## src/logic/cpu_bus_pkg.sv

```systemverilog
package cpu_bus_pkg;

	// Fixed vectors, low byte at the even address
	localparam logic [15:0] VEC_NMI = 16'hfffa;
	localparam logic [15:0] VEC_RST = 16'hfffc;
	localparam logic [15:0] VEC_IRQ = 16'hfffe;

	localparam logic [7:0] STACK_PAGE = 8'h01;
	localparam logic [7:0] ZERO_PAGE = 8'h00;

	// Bus cycles of initialisation after reset release
	localparam logic [2:0] RESET_INIT_CYCLES = 3'h6;

	// Positions of the flags kept here inside the pushed status byte
	localparam int STATUS_OVF_BIT = 6;
	localparam int STATUS_MASK_BIT = 2;

	typedef enum logic [1:0] {
		K_FETCH = 2'h0,
		K_READ = 2'h1,
		K_WRITE = 2'h2,
		K_JUMP = 2'h3
	} kind_e;

	typedef enum logic [3:0] {
		M_IMPL = 4'h0,
		M_ABS = 4'h1,
		M_ZP = 4'h2,
		M_ZPX = 4'h3,
		M_ZPY = 4'h4,
		M_ABSX = 4'h5,
		M_ABSY = 4'h6,
		M_REL = 4'h7,
		M_INDX = 4'h8,
		M_INDY = 4'h9,
		M_IND = 4'ha
	} mode_e;

	typedef enum logic [10:0] {
		ST_RST = 11'h001,
		ST_IDLE = 11'h002,
		ST_FETCH = 11'h004,
		ST_PTR_LO = 11'h008,
		ST_PTR_HI = 11'h010,
		ST_ACCESS = 11'h020,
		ST_PUSH_H = 11'h040,
		ST_PUSH_L = 11'h080,
		ST_PUSH_P = 11'h100,
		ST_VEC_LO = 11'h200,
		ST_VEC_HI = 11'h400
	} state_e;

	typedef struct packed {
		logic valid;
		kind_e kind;
		mode_e mode;
		logic [7:0] op_lo;
		logic [7:0] op_hi;
		logic [7:0] idx_x;
		logic [7:0] idx_y;
		logic [15:0] pc;
		logic [7:0] sp;
		logic [7:0] wdata;
		logic [7:0] status;
	} cpu_req_s;

	typedef struct packed {
		logic mask_set;
		logic mask_clr;
		logic ovf_clr;
	} flag_ctrl_s;

	typedef struct packed {
		logic done;
		logic int_entry;
		logic pc_load;
		logic [7:0] rdata;
		logic [15:0] ea;
		logic [15:0] pc;
		logic [7:0] sp;
	} cpu_resp_s;

	typedef struct packed {
		logic [15:0] addr;
		logic [7:0] dout;
		logic rw;
		logic marker;
	} bus_out_s;

	typedef struct packed {
		state_e state;
		logic ph;
		logic [2:0] init_cnt;
		bus_out_s bus;
		logic oe;
		logic freeze;
		logic mask;
		logic ovf;
		logic nmi_prev;
		logic nmi_pend;
		logic irq_lvl;
		logic so_prev;
		logic [15:0] vec;
		logic [7:0] lo;
		logic [7:0] sp;
		cpu_req_s rq;
		cpu_resp_s resp;
	} ctl_st_s;

	// Read direction and idle inputs high so no edge is seen at release
	localparam ctl_st_s CTL_RESET = '{
		state: ST_RST,
		bus: '{rw: 1'b1, default: '0},
		mask: 1'b1,
		nmi_prev: 1'b1,
		so_prev: 1'b1,
		default: '0
	};

endpackage

```

## src/logic/cpu_bus_control.sv

```systemverilog
`timescale 1ns/10ps
// Overview of operation
// - Data drivers on only while gate high
// - Low hold halts read cycle, address held
// - Hold ignored in write cycles
// - Unmasked interrupt stacks PC, status, sets mask
// - Maskable vector at FFFE and FFFF
// - Maskable interrupt recognised only while hold high
// - Falling non-maskable edge enters regardless of mask
// - Non-maskable vector at FFFA and FFFB
// - Interrupts sampled phase two, entered at the next fetch request
// - Overflow-set falling edge sets overflow, phase one
// - Opcode marker high through whole fetch cycle
// - Hold low with marker freezes until high
// - No writes while reset is held
// - Six cycles, set mask, vector FFFC/FFFD
// - Absolute address from second and third bytes
// - Zero page high byte zero, index wraps
// - Indexed absolute adds index to base
// - Branch adds signed offset to next address
// - Pre-indexed pointer wraps, reads two bytes
// - Post-indexed adds Y with carry into high
// - Absolute indirect reads pointer pair into PC
module cpu_bus_control
	import cpu_bus_pkg::*;
(
	input wire logic sys_clk,
	input wire logic arst_n,
	input wire logic data_output_gate,
	input wire logic hold_in,
	input wire logic irq_n,
	input wire logic nmi_n,
	input wire logic ovf_set_n,
	input wire logic [7:0] rd_data,
	input wire cpu_req_s req,
	input wire flag_ctrl_s flag_ctrl,
	output bus_out_s bus,
	output logic data_oe,
	output logic phase_two,
	output cpu_resp_s resp,
	output logic mask_flag,
	output logic ovf_flag
);

	ctl_st_s s_q;
	ctl_st_s s_d;

	function automatic logic is_indirect(input mode_e m);
		is_indirect = (m == M_INDX) || (m == M_INDY) || (m == M_IND);
	endfunction

	// Address of the first pointer byte for the indirect modes
	function automatic logic [15:0] ptr_addr(input cpu_req_s r);
		logic [7:0] zp;
		zp = r.op_lo + r.idx_x;
		case (r.mode)
			M_INDX: ptr_addr = {ZERO_PAGE, zp};
			M_INDY: ptr_addr = {ZERO_PAGE, r.op_lo};
			default: ptr_addr = {r.op_hi, r.op_lo};
		endcase
	endfunction

	// Effective address of the modes that need no pointer read
	function automatic logic [15:0] ea_direct(input cpu_req_s r);
		logic [15:0] base;
		base = {r.op_hi, r.op_lo};
		case (r.mode)
			M_ABS: ea_direct = base;
			M_ZP: ea_direct = {ZERO_PAGE, r.op_lo};
			M_ZPX: ea_direct = {ZERO_PAGE, 8'(r.op_lo + r.idx_x)};
			M_ZPY: ea_direct = {ZERO_PAGE, 8'(r.op_lo + r.idx_y)};
			M_ABSX: ea_direct = base + {8'h00, r.idx_x};
			M_ABSY: ea_direct = base + {8'h00, r.idx_y};
			M_REL: ea_direct = r.pc + {{8{r.op_lo[7]}}, r.op_lo};
			default: ea_direct = r.pc;
		endcase
	endfunction

	logic ph1;
	logic stall;
	logic cyc_end;
	logic int_take;
	logic [15:0] ea_ind;
	logic [7:0] push_status;

	always_comb
	begin
		ph1 = ~s_q.ph;
		// A write cycle never stalls; a low hold waits for the next read
		stall = s_q.bus.rw & (~hold_in | s_q.freeze);
		cyc_end = ~ph1 & ~stall;
		int_take = s_q.nmi_pend | (s_q.irq_lvl & ~s_q.mask);
		ea_ind = {rd_data, s_q.lo};
		if (s_q.rq.mode == M_INDY)
		begin
			ea_ind = {rd_data, s_q.lo} + {8'h00, s_q.rq.idx_y};
		end
		push_status = s_q.rq.status;
		push_status[STATUS_OVF_BIT] = s_q.ovf;
		push_status[STATUS_MASK_BIT] = s_q.mask;

		s_d = s_q;
		s_d.ph = ~s_q.ph;
		s_d.resp.done = 1'b0;
		s_d.resp.int_entry = 1'b0;
		s_d.resp.pc_load = 1'b0;

		if (flag_ctrl.mask_clr)
		begin
			s_d.mask = 1'b0;
		end
		if (flag_ctrl.mask_set)
		begin
			s_d.mask = 1'b1;
		end
		if (flag_ctrl.ovf_clr)
		begin
			s_d.ovf = 1'b0;
		end

		if (hold_in)
		begin
			s_d.freeze = 1'b0;
		end
		else if (ph1 && s_q.bus.marker)
		begin
			s_d.freeze = 1'b1;
		end

		case (s_q.state)
			ST_RST:
			begin
				if (!ph1)
				begin
					if (s_q.init_cnt == RESET_INIT_CYCLES - 3'h1)
					begin
						s_d.mask = 1'b1;
						s_d.vec = VEC_RST;
						s_d.bus.addr = VEC_RST;
						s_d.state = ST_VEC_LO;
					end
					else
					begin
						s_d.init_cnt = s_q.init_cnt + 3'h1;
					end
				end
			end
			ST_IDLE:
			begin
				if (!ph1 && req.valid)
				begin
					s_d.rq = req;
					s_d.bus.rw = 1'b1;
					if (req.kind == K_FETCH && int_take)
					begin
						// Entry replaces the fetch once the instruction ends
						s_d.vec = s_q.nmi_pend ? VEC_NMI : VEC_IRQ;
						if (s_q.nmi_pend)
						begin
							s_d.nmi_pend = 1'b0;
						end
						s_d.sp = req.sp;
						s_d.bus.addr = {STACK_PAGE, req.sp};
						s_d.bus.dout = req.pc[15:8];
						s_d.bus.rw = 1'b0;
						s_d.state = ST_PUSH_H;
					end
					else if (req.kind == K_FETCH)
					begin
						s_d.bus.addr = req.pc;
						s_d.bus.marker = 1'b1;
						s_d.state = ST_FETCH;
					end
					else if (is_indirect(req.mode))
					begin
						s_d.bus.addr = ptr_addr(req);
						s_d.state = ST_PTR_LO;
					end
					else if (req.kind != K_JUMP && req.mode != M_IMPL)
					begin
						s_d.bus.addr = ea_direct(req);
						s_d.resp.ea = ea_direct(req);
						s_d.bus.dout = req.wdata;
						s_d.bus.rw = (req.kind != K_WRITE);
						s_d.state = ST_ACCESS;
					end
					else
					begin
						// Non-indirect jumps and implied requests need no bus cycle
						s_d.resp.done = 1'b1;
						s_d.resp.ea = ea_direct(req);
						s_d.resp.pc = ea_direct(req);
						s_d.resp.pc_load = (req.kind == K_JUMP);
					end
				end
			end
			ST_FETCH:
			begin
				if (cyc_end)
				begin
					s_d.bus.marker = 1'b0;
					s_d.resp.done = 1'b1;
					s_d.resp.rdata = rd_data;
					s_d.state = ST_IDLE;
				end
			end
			ST_PTR_LO:
			begin
				if (cyc_end)
				begin
					s_d.lo = rd_data;
					if (s_q.rq.mode == M_IND)
					begin
						s_d.bus.addr = s_q.bus.addr + 16'h0001;
					end
					else
					begin
						// Pointer pair never leaves page zero
						s_d.bus.addr = {ZERO_PAGE, 8'(s_q.bus.addr[7:0] + 8'h01)};
					end
					s_d.state = ST_PTR_HI;
				end
			end
			ST_PTR_HI:
			begin
				if (cyc_end)
				begin
					s_d.resp.ea = ea_ind;
					if (s_q.rq.kind == K_JUMP || s_q.rq.kind == K_FETCH)
					begin
						s_d.resp.pc = ea_ind;
						s_d.resp.pc_load = 1'b1;
						s_d.resp.done = 1'b1;
						s_d.state = ST_IDLE;
					end
					else
					begin
						s_d.bus.addr = ea_ind;
						s_d.bus.dout = s_q.rq.wdata;
						s_d.bus.rw = (s_q.rq.kind != K_WRITE);
						s_d.state = ST_ACCESS;
					end
				end
			end
			ST_ACCESS:
			begin
				if (cyc_end)
				begin
					s_d.resp.done = 1'b1;
					s_d.resp.rdata = rd_data;
					s_d.bus.rw = 1'b1;
					s_d.state = ST_IDLE;
				end
			end
			ST_PUSH_H:
			begin
				if (!ph1)
				begin
					s_d.sp = s_q.sp - 8'h01;
					s_d.bus.addr = {STACK_PAGE, 8'(s_q.sp - 8'h01)};
					s_d.bus.dout = s_q.rq.pc[7:0];
					s_d.state = ST_PUSH_L;
				end
			end
			ST_PUSH_L:
			begin
				if (!ph1)
				begin
					s_d.sp = s_q.sp - 8'h01;
					s_d.bus.addr = {STACK_PAGE, 8'(s_q.sp - 8'h01)};
					s_d.bus.dout = push_status;
					s_d.state = ST_PUSH_P;
				end
			end
			ST_PUSH_P:
			begin
				if (!ph1)
				begin
					s_d.sp = s_q.sp - 8'h01;
					s_d.mask = 1'b1;
					s_d.bus.addr = s_q.vec;
					s_d.bus.rw = 1'b1;
					s_d.state = ST_VEC_LO;
				end
			end
			ST_VEC_LO:
			begin
				if (cyc_end)
				begin
					s_d.lo = rd_data;
					s_d.bus.addr = s_q.vec + 16'h0001;
					s_d.state = ST_VEC_HI;
				end
			end
			ST_VEC_HI:
			begin
				if (cyc_end)
				begin
					s_d.resp.pc = {rd_data, s_q.lo};
					s_d.resp.pc_load = 1'b1;
					s_d.resp.sp = s_q.sp;
					s_d.resp.int_entry = (s_q.vec != VEC_RST);
					s_d.resp.done = 1'b1;
					s_d.state = ST_IDLE;
				end
			end
			default:
			begin
				s_d.state = ST_IDLE;
			end
		endcase

		// Edge detectors run after the sequencer so a new edge wins
		if (ph1)
		begin
			s_d.so_prev = ovf_set_n;
			if (s_q.so_prev && !ovf_set_n)
			begin
				s_d.ovf = 1'b1;
			end
		end
		else
		begin
			s_d.nmi_prev = nmi_n;
			if (s_q.nmi_prev && !nmi_n)
			begin
				s_d.nmi_pend = 1'b1;
			end
			s_d.irq_lvl = ~irq_n & hold_in;
		end

		// Gate is taken with the next direction, so no overlap with reads
		s_d.oe = data_output_gate & ~s_d.bus.rw;
	end

	always_ff @(posedge sys_clk or negedge arst_n)
	begin
		if (!arst_n)
		begin
			s_q <= CTL_RESET;
		end
		else
		begin
			s_q <= s_d;
		end
	end

	assign bus = s_q.bus;
	assign data_oe = s_q.oe;
	assign phase_two = s_q.ph;
	assign resp = s_q.resp;
	assign mask_flag = s_q.mask;
	assign ovf_flag = s_q.ovf;

endmodule

```

## config.mk

```make
export PLATFORM = sky130hd
export DESIGN_NAME = cpu_bus_control
export DESIGN_NICKNAME = d
export VERILOG_FILES = /design/src/logic/cpu_bus_pkg.sv /design/src/logic/cpu_bus_control.sv
export SDC_FILE = /design/constraint.sdc
export NUM_CORES = 1
export LEC_CHECK = 0
export ABC_CLOCK_PERIOD_IN_PS = 8430
export BUFFER_PORTS_ARGS = -buffer_cell sky130_fd_sc_hd__buf_2
export CAP_MARGIN = 20
export CORE_ASPECT_RATIO = 1.1
export CORE_UTILIZATION = 63
export CTS_CLUSTER_DIAMETER = 50
export DETAILED_ROUTE_END_ITERATION = 8
export PLACE_DENSITY = 0.89
export SLEW_MARGIN = 5
export SYNTH_ARGS = -nofsm -noshare
export SYNTH_HDL_FRONTEND = slang
export SYNTH_SLANG_ARGS = --single-unit
export TNS_END_PERCENT = 10
```

## constraint.sdc

```tcl
create_clock -name sys_clk -period 8.43 [get_ports sys_clk]
set_input_delay 1.686 -clock sys_clk [delete_from_list [all_inputs] [get_ports sys_clk]]
set_output_delay 1.686 -clock sys_clk [all_outputs]
set_load 0.05 [all_outputs]
```

Word level (Yosys, flattened, before mapping)
Cells that the tools add are included.

storage, ports and cells
  bits of input ports = 97
  word-level logic and storage cells = 251
  bits in registers = 211
  memory bits (writable) = 0
  ROM bits = 0
  output and inout port bits = 81
  bits in latches = 0
  memories kept = 0

operators by class
  equality and inequality tests = 55
  order comparisons = 0
  div/mod/pow operators = 0
  $add $sub $neg = 11
  bitwise operators = 14
  mux-type cells = 96
  $mul = 0
  reduce and logical (&&, ||, !) cells = 39
  shift-type cells = 0

operator list
  cell                                            count
  2-to-1 mux 16 bit                               14
  2-to-1 mux 32 bit                               5
  2-to-1 mux 11 bit                               14
  one-hot mux 16 bit (8 select lines)             1
  one-hot mux 16 bit (7 select lines)             1
  2-to-1 mux 25 bit                               4
  one-hot mux 11 bit (9 select lines)             1
  one-hot mux 16 bit (2 select lines)             3
  2-to-1 mux 88 bit                               1
  2-to-1 mux 24 bit                               3
  adder 16 x 8 -> 16 bit                          3
  one-hot mux 16 bit (3 select lines)             1
  != test 2 bit (second input constant)           22
  adder 16 x 1 -> 16 bit (second input constant)  2
  2-to-1 mux 1 bit                                32
  one-hot mux 8 bit (4 select lines)              1
  2-to-1 mux 26 bit                               1
  == test 4 bit (second input constant)           5
  2-to-1 mux 9 bit                                2
  AND reduction 9 bit                             2
  adder 16 bit                                    1
  adder 8 bit                                     2
  == test 4 x 3 -> 1 bit (second input constant)  4
  2-to-1 mux 8 bit                                2
  49 further kinds                                88

Depth between registers and ports, before layout
  word-level depth = 10
  depth in mapped cells = 17
  mapped depth without buffers = 15

Worst setup path after synthesis
OpenSTA, ideal clock, no wires.

  path type = input port to flip-flop
  from = in req[74] in the netlist's numbering
  to = reg s_q (netlist bit bus[18])
  buffers on the path = 2
  required time = 8.298 ns
  setup time = 0.132 ns
  setup slack = 3.300 ns
  data arrival time = 4.998 ns
  stages on the path = 17
  cells stage by stage = clkbuf_1 > nor2b_1 > and3b_1 > clkbuf_1 > mux2_2 > ha_1 > inv_1 > fa_1 > nand3b_1 > a21oi_1 > o21ai_0 > a21oi_1 > a21oi_1 > a221oi_1 > nor4_1 > a2111oi_0 > nor2_1

between the ends
  cells in the longest elaborated chain, start to end = 8
  elaborated cells between the ends (all ways) = 24
  classes of those cells = eq/ne: 11; mux: 8; reduce/logical: 5

RTL lines
  element                                                                  line                                           RTL
  from (decl)                                                              cpu_bus_control.sv:35                          input wire cpu_req_s req,
  == test 4 x 3 -> 1 bit, or another cell as far along                     cpu_bus_control.sv:67                          case (r.mode)
  one-hot mux 16 bit (7 select lines) or logical OR 1 bit (tied branches)  cpu_bus_control.sv:67, cpu_bus_control.sv:49
  2-to-1 mux 25 bit or logical OR 1 bit (tied branches)                    cpu_bus_control.sv:179, cpu_bus_control.sv:49
  2-to-1 mux 16 bit                                                        cpu_bus_control.sv:174                         else if (is_indirect(req.mode))
  2-to-1 mux 16 bit                                                        cpu_bus_control.sv:168                         else if (req.kind == K_FETCH)
  2-to-1 mux 25 bit                                                        cpu_bus_control.sv:154                         if (req.kind == K_FETCH && int_take)
  2-to-1 mux 26 bit                                                        cpu_bus_control.sv:150                         if (!ph1 && req.valid)
  one-hot mux 16 bit (8 select lines)                                      cpu_bus_control.sv:130                         case (s_q.state)
  to (signal assigned)                                                     cpu_bus_control.sv:340                         s_q <= CTL_RESET;
  to (signal assigned)                                                     cpu_bus_control.sv:344                         s_q <= s_d;
  to (decl)                                                                cpu_bus_control.sv:45                          ctl_st_s s_q;

Several ways; a longest one is shown, not always the timed one. The select of a mux whose other input is x is not followed.
A chain may end at the register's enable or synchronous reset.

Final worst setup path
Same ends and word-level chain as after synthesis.

==> reports/qor.csv <==
stage,metric,value,unit
power,Gate power share,53.2,%
synth,synthesized instance count,1458,
synth,Post-synth EDFFs,0,
setup_path,Worst Reg-to-Reg Cells,9,
clock_tree,H-Tree Depth,4,
timing,fmax,174,MHz
route,Total Wirelength,40300,um
place,Port Buffers,175,
power,internal power,2.16,mW
clock_tree,Clock Path Buffers,2,
setup_path,CP endpoint kind,flop,
clock_tree,Num CTS Buffers,17,
route,WL/cell,22.7,um
floorplan,die height,146,um
setup_path,Critical Path Start Type,input port,
layout,ratio of cells with drive above 1 in the final layout,18.4,%
timing,fin crit period,5730,ps
layout,register area,3880,um^2
timing,Finish-stage setup viols,0,
layout,nets,1675,
setup_path,CP dominant cell by count,a21oi_1,
timing,setup tns final,0,ps
clock_tree,clk root buf,clkbuf_16,
timing,fin. max-slew vios,0,
place,DP Cell Count,1744,
synth,Synth Flop Type,dfrtp_1,
route,Residual DRC,0,
floorplan,Die W,133,um
synth,post-synth cell types,82,
floorplan,I/O pins,178,
power,net load switching power,2.26,mW
clock_tree,"Reg clk slew, reported paths",70,ps
place,worst slack at placement,2350,ps
setup_path,buffer and inverter count on the worst path,2,
grt,initial antenna violation count,1,
layout,"commonest non-fill, non-tap cells in the layout","239 x nand2_1, 174 x buf_2, 150 x dfrtp_1",
timing,final period utilization,68.0,%
synth,largest family of logic cells by synthesized area,compound AO/OA/AOI/OAI gates,
setup_path,"CP delay by family, top",compound AO/OA/AOI/OAI gates,
power,leakage,5.89,nW
setup_path,Crit path largest cell delay,780,ps
timing,unrepaired setup endpoints after global routing,false,
setup_path,Crit Path Max Fanout,12,
setup_path,WS Path Type,in -> reg,
route,via count,12000,
clock_tree,Clock Sinks,155,
power,Worst VDD drop,0.000234,V
clock_tree,CTS tree,built,
min_path,Worst Hold Path Cells,2,
synth,register area share after synthesis,32.6,%
grt,remaining global-route overflow,0,
clock_tree,clock latency on the worst-skew pair,440,ps
timing,slew margin rel.,21.7,%
timing,Setup WS post-layout,2700,ps
power,Clk pwr share,17.4,%
power,Seq pwr share,29.4,%
synth,synthesized area,11900,um^2
status,status,"finished, final reports clean",
timing,clock skew,11.2,ps
floorplan,die area,19500,um^2
layout,footprint of the multi-input gates,7040,um^2
place,DP Wirelength,30700,um
timing,Final Hold Fails,0,
synth,mean area per synthesized cell,8.18,um^2
synth,Synth Area in Compound Gates,23.5,%
synth,Post-Syn Nets,1612,
layout,"commonest non-fill, non-tap cell in the layout",nand2_1,
place,gpl congestion,1.01,
route,initial detailed-routing violation count,1514,
setup_path,worst path cell trace,"buf_2, nor2b_1, and3b_1, mux2_2, ha_1, inv_1, fa_1, nand3b_1, a21oi_1, o21ai_0, a21oi_1, a21oi_1, a221oi_1, nor4_1, a2111oi_0, nor2_1",
synth,Ys Warns,0,
grt,largest net degree at the start of global routing,87,
layout,Layout fillers,1517,
power,Power Density,341,nW/um^2
clock_tree,CTS Hold Bufs,0,
floorplan,# rows,52,
grt,vias in the first global route,11100,
grt,Total Routing Usage GR,41.7,%
grt,first-pass GRT wire length,62400,um
min_path,Hold WC Path Type,reg -> reg,
synth,ys async rst share,100,%
timing,Tightest Pin Transition,1170,ps
setup_path,"Arr. time, crit path",6050,ps
setup_path,Crit. path cell count,16,
floorplan,CORE AREA,18500,um^2
run,max_cap viols,0,
route,drt first pass iters,9,
synth,Post-Synth XOR/XNOR Area,5.29,%
synth,adder-cell share of the synthesized area,6.38,%
route,vias per cell,6.72,
setup_path,Worst Path Required,8750,ps
layout,final std cells w/o fill,1778,
setup_path,Worst path slowest cell,a221oi_1,
layout,Finished Core Util,70.2,%
floorplan,Initial Util,64.6,%
power,Switching Fraction,51.2,%
clock_tree,post-cts resize count,0,
synth,portion of netlist area occupied by mux cells,4.05,%
clock_tree,Post-CTS Setup Bufs,0,
synth,synthesis-stage register bit count,155,
synth,Synth Area in Simple Gates,19.7,%
route,Antenna Violating Nets Remaining,0,
layout,Layout area overhead,8.71,%
==> layout make-up <==
class	count	area share (%)
multi-input cells	1116	54.3
flip-flops and latches	155	30.0
repair buffers	193	7.84
clock buffers	17	3.28
well taps	243	2.34
clock inverters	15	1.19
inverters	38	1.10
diodes	1	0.0193
==> per-stage QoR <==
| step | hold slack, ps | power (mW) | cell area (um^2) |
|---|---|---|---|
| finish | 466 | 4.43 | 13000 |
| detailed placement | 454 | 3.59 | 12400 |
| CTS | 469 | 4.37 | 13000 |
| global placement | 443 | 3.53 | 12400 |
| global route | 483 | 4.64 | 13000 |
| floorplan | 438 | 3.18 | 11900 |
==> worst paths after layout <==
path / end / slack (ps) / start
worst min register to register: resp[5] / 470 / resp[5]
worst max-delay path: bus[18] / 2700 / req[74]
min in group asynchronous: resp[3] / 1290 / arst_n
max in group asynchronous: bus[8] / 5710 / arst_n
worst min-delay path: resp[5] / 470 / resp[5]
worst max register to register: bus[15] / 4400 / s_q[203]
==> registers in the layout, summed over array words and instances (netlist names) <==
| name | flops |
|---|---|
| bus | 26 |
| data_oe | 1 |
| mask_flag | 1 |
| ovf_flag | 1 |
| phase_two | 1 |
| push_status | 6 |
| resp | 51 |
| s_q | 68 |
==> cell usage after synthesis (21+ instances only) <==
| library cell | number | share of area (%) |
|---|---|---|
| clkbuf_1 | 57 | 1.8 |
| mux2_2 | 32 | 3.0 |
| xor2_1 | 33 | 2.4 |
| o21ai_0 | 90 | 3.8 |
| a211oi_1 | 29 | 1.8 |
| ha_1 | 52 | 5.5 |
| a22oi_1 | 21 | 1.3 |
| nand2_1 | 239 | 7.5 |
| xnor2_1 | 39 | 2.9 |
| nor3_1 | 38 | 1.6 |
| buf_4 | 77 | 4.8 |
| inv_1 | 37 | 1.2 |
| nor2_1 | 115 | 3.6 |
| dfrtp_1 | 150 | 31 |
| nand3_1 | 30 | 1.3 |
| a21oi_1 | 102 | 4.3 |
==> metal layers <==
metal	vias to the layer above	routed length [um]	track usage [%]
li1	5319	-	-
met1	5674	15400	54.3
met2	824	18500	65.9
met3	135	4310	8.92
met4	0	2100	20.7
met5	-	0	0
==> power by group through the flow <==
stage	logic (mW)	clock network [mW]	registers [mW]
6_report	2.35	0.770	1.30
3_5_place_dp	2.29	0	1.30
3_3_place_gp	2.24	0	1.29
4_1_cts	2.31	0.768	1.29
2_1_floorplan	1.96	0	1.22
5_1_grt	2.52	0.799	1.33
==> worst reg2reg max path: stages (launching register included) <==
cell and delay (ps):
dfrtp_1 520, or4_1 680, or4_4 510, or3b_4 620
nand2_1 210, nor3_1 100, a21oi_1 170, nand2_1 360
a2111oi_0 590, a21oi_1 140
==> cell families (layout without fill, tap and decap cells) <==
family	after synthesis	count (layout)
buffers and inverters	187	263
adder cells (fa/ha/maj)	58	58
XOR/XNOR	72	72
multiplexers	44	44
AO/OA/AOI/OAI	425	425
flip-flops	155	155
other	0	1
AND/OR/NAND/NOR	517	517
Note: power is estimated with default switching activity, not from simulation.
